===== src/rtl/wtr_pkg.sv =====
package wtr_pkg;
    localparam int RES_W = 12;
    localparam int HYS_W = 6;
    localparam int EVT_W = 4;
    localparam int NUM_CH = 2;
    localparam int NUM_REGS = 10;
    // byte offsets of the threshold bank
    localparam logic [7:0] CH0_UPPER_LOW_OFS = 8'h38;
    localparam logic [7:0] CH0_UPPER_HIGH_OFS = 8'h39;
    localparam logic [7:0] CH0_LOWER_LOW_OFS = 8'h3A;
    localparam logic [7:0] CH0_LOWER_HIGH_OFS = 8'h3B;
    localparam logic [7:0] CH1_UPPER_LOW_OFS = 8'h3C;
    localparam logic [7:0] CH1_UPPER_HIGH_OFS = 8'h3D;
    localparam logic [7:0] CH1_LOWER_LOW_OFS = 8'h3E;
    localparam logic [7:0] CH1_LOWER_HIGH_OFS = 8'h3F;
    localparam logic [7:0] CH0_HYST_OFS = 8'h40;
    localparam logic [7:0] CH1_HYST_OFS = 8'h41;
    localparam logic [7:0] BANK_FIRST_OFS = CH0_UPPER_LOW_OFS;
    localparam logic [7:0] BANK_LAST_OFS = CH1_HYST_OFS;
    // bank index layout: per channel four bytes, hysteresis after them
    localparam int IDX_PER_CH = 4;
    localparam int IDX_UPPER_LOW = 0;
    localparam int IDX_UPPER_HIGH = 1;
    localparam int IDX_LOWER_LOW = 2;
    localparam int IDX_LOWER_HIGH = 3;
    localparam int IDX_HYST_BASE = 8;
    // writable field masks, the rest reads zero
    localparam logic [7:0] LOW_PART_MASK = 8'hFF;
    localparam logic [7:0] HIGH_PART_MASK = 8'h0F;
    localparam logic [7:0] HYST_MASK = 8'h3F;
    localparam logic [7:0] REG_RESET = 8'h00;
    localparam logic [7:0] UNMAPPED_READ = 8'h00;
endpackage : wtr_pkg


===== src/rtl/wtr_chan_cmp.sv =====
`timescale 1ns/1ns
module wtr_chan_cmp #(
    parameter int RES_W = 12,
    parameter int HYS_W = 6,
    parameter int EVT_W = 4
) (
    input wire logic core_clk,
    input wire logic rst_n,
    input wire logic sample_valid,
    input wire logic [RES_W-1:0] sample,
    input wire logic [RES_W-1:0] upper_limit,
    input wire logic [RES_W-1:0] lower_limit,
    input wire logic [HYS_W-1:0] hysteresis,
    input wire logic [EVT_W-1:0] consecutive_event_count,
    output logic upper_hit,
    output logic lower_hit,
    output logic alert
);
    localparam logic [RES_W-1:0] RES_MAX = {RES_W{1'b1}};

    logic [EVT_W:0] run;
    logic [EVT_W:0] next_run;
    logic next_upper_hit;
    logic next_lower_hit;
    logic next_alert;
    logic [RES_W-1:0] hys_ext;
    logic [RES_W-1:0] upper_release;
    logic [RES_W:0] lower_sum;
    logic [RES_W-1:0] lower_release;
    logic [EVT_W:0] needed;

    always_comb begin
        hys_ext = RES_W'(hysteresis);
        // release points saturate so a large hysteresis cannot wrap around the code range
        upper_release = (upper_limit > hys_ext) ? upper_limit - hys_ext : '0;
        lower_sum = {1'b0, lower_limit} + {1'b0, hys_ext};
        lower_release = lower_sum[RES_W] ? RES_MAX : lower_sum[RES_W-1:0];
        needed = {1'b0, consecutive_event_count} + (EVT_W+1)'(1);
        next_upper_hit = upper_hit;
        next_lower_hit = lower_hit;
        next_run = run;
        next_alert = alert;
        if (sample_valid) begin
            // set at the limit, hold until the sample leaves the hysteresis band
            next_upper_hit = upper_hit ? (sample >= upper_release) : (sample >= upper_limit);
            next_lower_hit = lower_hit ? (sample <= lower_release) : (sample <= lower_limit);
            if (next_upper_hit || next_lower_hit) begin
                // clamp to the current need so a lowered count cannot leave the run above it
                next_run = (run >= needed) ? needed : run + (EVT_W+1)'(1);
            end else begin
                next_run = '0;
            end
            next_alert = (next_run >= needed);
        end
    end

    always_ff @(posedge core_clk or negedge rst_n) begin
        if (!rst_n) begin
            upper_hit <= 1'b0;
            lower_hit <= 1'b0;
            run <= '0;
            alert <= 1'b0;
        end else begin
            upper_hit <= next_upper_hit;
            lower_hit <= next_lower_hit;
            run <= next_run;
            alert <= next_alert;
        end
    end
endmodule : wtr_chan_cmp


===== src/rtl/wtr_top.sv =====
`timescale 1ns/1ns
// Operation
// - ch0 upper limit, low byte plus nibble
// - ch0 lower limit, low byte plus nibble
// - ch1 upper limit, low byte plus nibble
// - ch1 lower limit, low byte plus nibble
// - ch0 hysteresis serves both ch0 comparators
// - ch1 hysteresis serves both ch1 comparators
// - unused upper bits read as zero
// - reset clears all limits and hysteresis
// - lower hit when result at or below limit
// - upper hit when result at or above limit
// - alert only after consecutive hit conversions
// - needed conversions equal event count plus one
module wtr_top #(
    parameter int RES_W = wtr_pkg::RES_W,
    parameter int HYS_W = wtr_pkg::HYS_W,
    parameter int EVT_W = wtr_pkg::EVT_W
) (
    input wire logic core_clk,
    input wire logic arst_n,
    input wire logic [7:0] reg_addr,
    input wire logic reg_wr,
    input wire logic [7:0] reg_wdata,
    input wire logic reg_rd,
    output logic [7:0] reg_rdata,
    input wire logic conv_valid,
    input wire logic conv_chan,
    input wire logic [RES_W-1:0] conv_result,
    input wire logic [EVT_W-1:0] consecutive_event_count,
    output logic [wtr_pkg::NUM_CH-1:0] upper_hit,
    output logic [wtr_pkg::NUM_CH-1:0] lower_hit,
    output logic [wtr_pkg::NUM_CH-1:0] alert
);
    logic [1:0] rst_pipe;
    logic rst_n;
    logic [7:0] bank [wtr_pkg::NUM_REGS];
    logic [7:0] next_bank [wtr_pkg::NUM_REGS];
    logic [7:0] next_rdata;
    logic [RES_W-1:0] upper_limit [wtr_pkg::NUM_CH];
    logic [RES_W-1:0] lower_limit [wtr_pkg::NUM_CH];
    logic [HYS_W-1:0] hysteresis [wtr_pkg::NUM_CH];

    function automatic logic bank_hit(input logic [7:0] addr);
        return (addr >= wtr_pkg::BANK_FIRST_OFS) && (addr <= wtr_pkg::BANK_LAST_OFS);
    endfunction : bank_hit

    function automatic logic [3:0] bank_index(input logic [7:0] addr);
        logic [7:0] diff;
        diff = addr - wtr_pkg::BANK_FIRST_OFS;
        return diff[3:0];
    endfunction : bank_index

    function automatic logic [7:0] field_mask(input logic [3:0] idx);
        if (idx >= 4'(wtr_pkg::IDX_HYST_BASE)) begin
            return wtr_pkg::HYST_MASK;
        end else if (idx[0]) begin
            return wtr_pkg::HIGH_PART_MASK;
        end
        return wtr_pkg::LOW_PART_MASK;
    endfunction : field_mask

    // reset is asserted at once but released only after two clean edges
    always_ff @(posedge core_clk or negedge arst_n) begin
        if (!arst_n) begin
            rst_pipe <= 2'h0;
        end else begin
            rst_pipe <= {rst_pipe[0], 1'b1};
        end
    end
    assign rst_n = rst_pipe[1];

    always_comb begin
        next_bank = bank;
        next_rdata = reg_rdata;
        if (reg_wr && bank_hit(reg_addr)) begin
            // masking on write keeps the unused bits at zero for every later read
            next_bank[bank_index(reg_addr)] = reg_wdata & field_mask(bank_index(reg_addr));
        end
        if (reg_rd) begin
            next_rdata = bank_hit(reg_addr) ? bank[bank_index(reg_addr)] : wtr_pkg::UNMAPPED_READ;
        end
    end

    always_ff @(posedge core_clk or negedge rst_n) begin
        if (!rst_n) begin
            for (int i = 0; i < wtr_pkg::NUM_REGS; i++) begin
                bank[i] <= wtr_pkg::REG_RESET;
            end
            reg_rdata <= wtr_pkg::UNMAPPED_READ;
        end else begin
            bank <= next_bank;
            reg_rdata <= next_rdata;
        end
    end

    for (genvar ch = 0; ch < wtr_pkg::NUM_CH; ch++) begin : g_ch
        localparam int B = ch * wtr_pkg::IDX_PER_CH;
        // limits follow the stored bytes directly; a split update is seen half-written until its second byte is written
        assign upper_limit[ch] = {bank[B + wtr_pkg::IDX_UPPER_HIGH][3:0],
                                  bank[B + wtr_pkg::IDX_UPPER_LOW]};
        assign lower_limit[ch] = {bank[B + wtr_pkg::IDX_LOWER_HIGH][3:0],
                                  bank[B + wtr_pkg::IDX_LOWER_LOW]};
        assign hysteresis[ch] = bank[wtr_pkg::IDX_HYST_BASE + ch][HYS_W-1:0];

        wtr_chan_cmp #(
            .RES_W(RES_W),
            .HYS_W(HYS_W),
            .EVT_W(EVT_W)
        ) u_cmp (
            .core_clk(core_clk),
            .rst_n(rst_n),
            .sample_valid(conv_valid && (conv_chan == 1'(ch))),
            .sample(conv_result),
            .upper_limit(upper_limit[ch]),
            .lower_limit(lower_limit[ch]),
            .hysteresis(hysteresis[ch]),
            .consecutive_event_count(consecutive_event_count),
            .upper_hit(upper_hit[ch]),
            .lower_hit(lower_hit[ch]),
            .alert(alert[ch])
        );
    end
endmodule : wtr_top


===== config.mk =====
export PLATFORM = sky130hd
export DESIGN_NAME = wtr_top
export DESIGN_NICKNAME = d
export VERILOG_FILES = /design/src/rtl/wtr_pkg.sv /design/src/rtl/wtr_chan_cmp.sv /design/src/rtl/wtr_top.sv
export SDC_FILE = /design/constraint.sdc
export NUM_CORES = 1
export LEC_CHECK = 0
export BUFFER_PORTS_ARGS = -buffer_cell sky130_fd_sc_hd__buf_2
export CORE_UTILIZATION = 40
export DETAILED_ROUTE_END_ITERATION = 10
export GPL_TIMING_DRIVEN = 0
export HOLD_SLACK_MARGIN = 0.02
export PLACE_DENSITY = 0.53
export REMOVE_ABC_BUFFERS = 1
export SLEW_MARGIN = 20
export SYNTH_ARGS = -nofsm -noshare
export SYNTH_HDL_FRONTEND = slang
export SYNTH_SLANG_ARGS = --single-unit

===== constraint.sdc =====
create_clock -name core_clk -period 3.67 [get_ports core_clk]
set_input_delay 0.5505 -clock core_clk [delete_from_list [all_inputs] [get_ports core_clk]]
set_output_delay 0.5505 -clock core_clk [all_outputs]
set_load 0.1 [all_outputs]

==> out/qor.csv <==
stage,metric,value,unit
sta,worst_slew_pin_slew,1.01,ns
setup_path,required,3.90,ns
synth,yosys.cell_count.top_type,sky130_fd_sc_hd__ha_1,
power_and_ir_drop,total_power,4.37,mW
drt,detail_route.first_pass.iterations,5,
synth,ys_top_cells_by_area,"sky130_fd_sc_hd__dfrtp_1, sky130_fd_sc_hd__ha_1, sky130_fd_sc_hd__o21ai_0",
sta,worst_slew_margin_rel,32.5,%
setup_path,worstSetupEndpointType,register,
setup_path,critPathMaxFanout,4,
clock_network,h_tree_depth,3,
synth,flip_flop_and_latch_count_after_synthesis,106,
synth,synth_async_sr_flop_share,100,%
synth,seq_total_area_yosys,28.7,%
sta,fin_worst_skew,0.0103,ns
clock_network,tritoncts.num_buffers,9,
sta,fmax,222,MHz
place,post-dp-hpwl,19500,um
place,placed_cell_area,9730,um^2
synth,synth_commonest_cells,"sky130_fd_sc_hd__ha_1, sky130_fd_sc_hd__dfrtp_1, sky130_fd_sc_hd__nand2_1",
synth,yosys_warnings,0,
die,design.die.area,23700,um^2
die,io_pins,52,
clock_network,clock_pin_slew_of_the_registers_on_the_worst_case_setup_and_hold_paths,0.08,ns
die,chipWidth,154,um
cells_and_area,layout.area.seq,2670,um^2
status,failed_checks,negative setup slack,
drt,detailedRoute.firstIterationViolations,469,
clock_network,clkSinkCount,106,
cells_and_area,syn2layout_area_growth,18.9,%
sta,report.final.setup_viol,9,
sta,postLayoutSetupSlackWorst,-0.826,ns
synth,syn-instance-count,1014,
power_and_ir_drop,peakVddDrop,278,uV
cells_and_area,antenna_cells_inserted,0,
synth,syn-cell-area,9260,um^2
sta,timing.final.crit_period,4.50,ns
power_and_ir_drop,power_leakage,5.15,nW
grt,grt.overflow.total,0,
drt,final_antenna_net_count,0,
clock_network,cts-root-to-sink-buffers,2,
sta,hold_violations,0,
setup_path,arrival,4.73,ns
synth,synth-edff-count,0,
place,io_buffer_count,51,
grt,grt_pass1_vias,7303,
synth,synth.avg_cell_area,9.13,um^2
drt,post_drt_via_cell_ratio,5.59,
cells_and_area,multiInputGateArea,6580,um^2
sta,final_max_tran_viols,0,
synth,post_synth_num_cell_types,76,
place,placedCellCount,1317,
die,fp.coreArea,22600,um^2
cells_and_area,final_layout_size_suffix_gt1_share,26.8,%
die,std_cell_rows,55,
grt,grt_max_degree,50,
grt,antenna_found_initial,0,
synth,yosysTopAreaCell,sky130_fd_sc_hd__dfrtp_1,
grt,grt_pass1_wl,42200,um
die,floorplan.die.height,154,um
setup_path,crit_start,bank[0],
sta,grt_setup_unrepaired,yes,
drt,route.detailed.wl_per_inst,19.6,um
cells_and_area,nets,1285,
power_and_ir_drop,power.density,397,nW/um^2
job,maxCapViolCount,0,
drt,drc,0,
clock_network,cts_tree,done,
die,start_util,40.9,%
clock_network,cts_root_buf,sky130_fd_sc_hd__clkbuf_16,
setup_path,timing.critical_path.from_type,register,
drt,total_wirelength_of_the_detailed_routed_design,27200,um
synth,yosysTopAreaCellShare,28.7,%
cells_and_area,stdcell_count,1390,
setup_path,r2r-start,bank[0],
status,run_status,"complete, but fails checks",
place,routabilityCongestion,0.862,
drt,routed-via-count,7770,
synth,synth_top_flop_cell,sky130_fd_sc_hd__dfrtp_1,
min_path,worst_hold_path_type,register to asynchronous set/reset pin,
grt,global_route.usage.total,23.4,%
cells_and_area,num-fill-cells,2165,
cells_and_area,fin_area,11000,um^2
sta,finalSetupTns,-2.34,ns
setup_path,category_of_the_most_critical_setup_path,register to register,
clock_network,clock_latency_at_the_later_pin_of_the_worst_skew_pair,0.37,ns
sta,period_share,123,%
[metrics by stage]
step	hold slack [ns]	setup WS (ns)	utilization, %
2_1_floorplan	0.255	-0.881	-
3_3_place_gp	0.336	-1.84	42.7
3_5_place_dp	0.282	-1.82	43.0
4_1_cts	0.289	-0.897	46.7
5_1_grt	0.305	-0.980	48.6
6_report	0.268	-0.826	48.6
[sequential cells by signal, summed over array words and instances, names as in the netlist]
register,flops
bank,80
g_ch.u_cmp.run,10
reg_rdata,8
g_ch.u_cmp.alert,2
g_ch.u_cmp.lower_hit,2
g_ch.u_cmp.upper_hit,2
rst_pipe,2
[where the power goes]
group / switching [mW] / leakage [nW] / internal [mW]
Clock: 0.547 / 0.148 / 0.491
Sequential: 0.143 / 1.30 / 1.27
Combinational: 1.10 / 3.70 / 0.820
[critical path, stage by stage, from the launching register on]
cell,delay (ns)
sky130_fd_sc_hd__dfrtp_2,0.48
sky130_fd_sc_hd__ha_4,0.18
sky130_fd_sc_hd__fa_2,0.34
sky130_fd_sc_hd__a21o_1,0.18
sky130_fd_sc_hd__a21oi_2,0.19
sky130_fd_sc_hd__o21bai_1,0.12
sky130_fd_sc_hd__a21oi_2,0.21
sky130_fd_sc_hd__buf_4,0.15
sky130_fd_sc_hd__o31ai_2,0.08
sky130_fd_sc_hd__ha_1,0.28
sky130_fd_sc_hd__nand4_1,0.19
sky130_fd_sc_hd__a211oi_2,0.28
sky130_fd_sc_hd__o41ai_2,0.08
sky130_fd_sc_hd__buf_4,0.15
sky130_fd_sc_hd__a22oi_2,0.26
sky130_fd_sc_hd__buf_4,0.18
sky130_fd_sc_hd__nor2_1,0.05
sky130_fd_sc_hd__ha_1,0.28
sky130_fd_sc_hd__a21o_1,0.15
sky130_fd_sc_hd__a21o_1,0.17
sky130_fd_sc_hd__a21o_1,0.17
sky130_fd_sc_hd__a21oi_2,0.11
sky130_fd_sc_hd__o21ai_1,0.06
[cells by family (layout without fill, tap and decap cells)]
group	count (synthesis)	in the layout	synth area share, %
simple gates	304	305	16.9
compound gates	255	255	17.5
fa+ha+maj	147	147	20.2
buf+inv	120	210	5.56
flops	106	106	28.7
mux	59	59	9.04
xor+xnor	22	22	2.08
other cells	1	1	0.0405
[layout make-up]
cell class / count / area share, %
Clock inverter: 7 / 0.751
Clock buffer: 9 / 2.05
Tap cell: 285 / 3.24
Sequential cell: 106 / 24.2
Inverter: 84 / 2.87
Timing Repair Buffer: 110 / 7.05
Multi-Input combinational cell: 789 / 59.8
[worst paths after layout]
check	slack, ns	depth (start not counted)	end
setup / recovery	-0.83	22	g_ch[1].u_cmp.alert
hold / removal	0.27	0	bank[54]
setup reg to reg	-0.83	22	g_ch[1].u_cmp.alert
hold reg to reg	0.27	0	bank[54]
max in group asynchronous	2.54	2	bank[24]
min in group core_clk	0.35	0	rst_pipe[1]
[placed cells by master, fill, tap and decap left out, drive strengths merged, types with 33 or more instances in the layout]
| master | n |
|---|---|
| nor2 | 53 |
| nor2b | 33 |
| a21oi | 55 |
| o21ai | 95 |
| buf | 109 |
| ha | 143 |
| dfrtp | 106 |
| inv | 88 |
| nand3 | 35 |
| nand2 | 98 |
| mux2 | 37 |
[routing by layer]
layer / part of all wire (%) / vias up / track usage (%)
met5: 0 / - / 0
met4: 1.5 / 0 / 5.33
met3: 2.7 / 26 / 2.65
met2: 46 / 146 / 37.8
met1: 49 / 3742 / 33.5
li1: - / 3856 / -
[repair_timing]
| action | 4_1_cts | 5_1_grt |
|---|---|---|
| setup endpoints to repair | 14 | 12 |
| pin swaps | 46 | 58 |
| hold buffers | 1 | 0 |
| hold endpoints to repair | 2 | 0 |
| setup buffers | 34 | 24 |
| gates resized for setup | 71 | 57 |
| gates cloned | 1 | 0 |
Note: power is estimated with default switching activity, not from simulation.
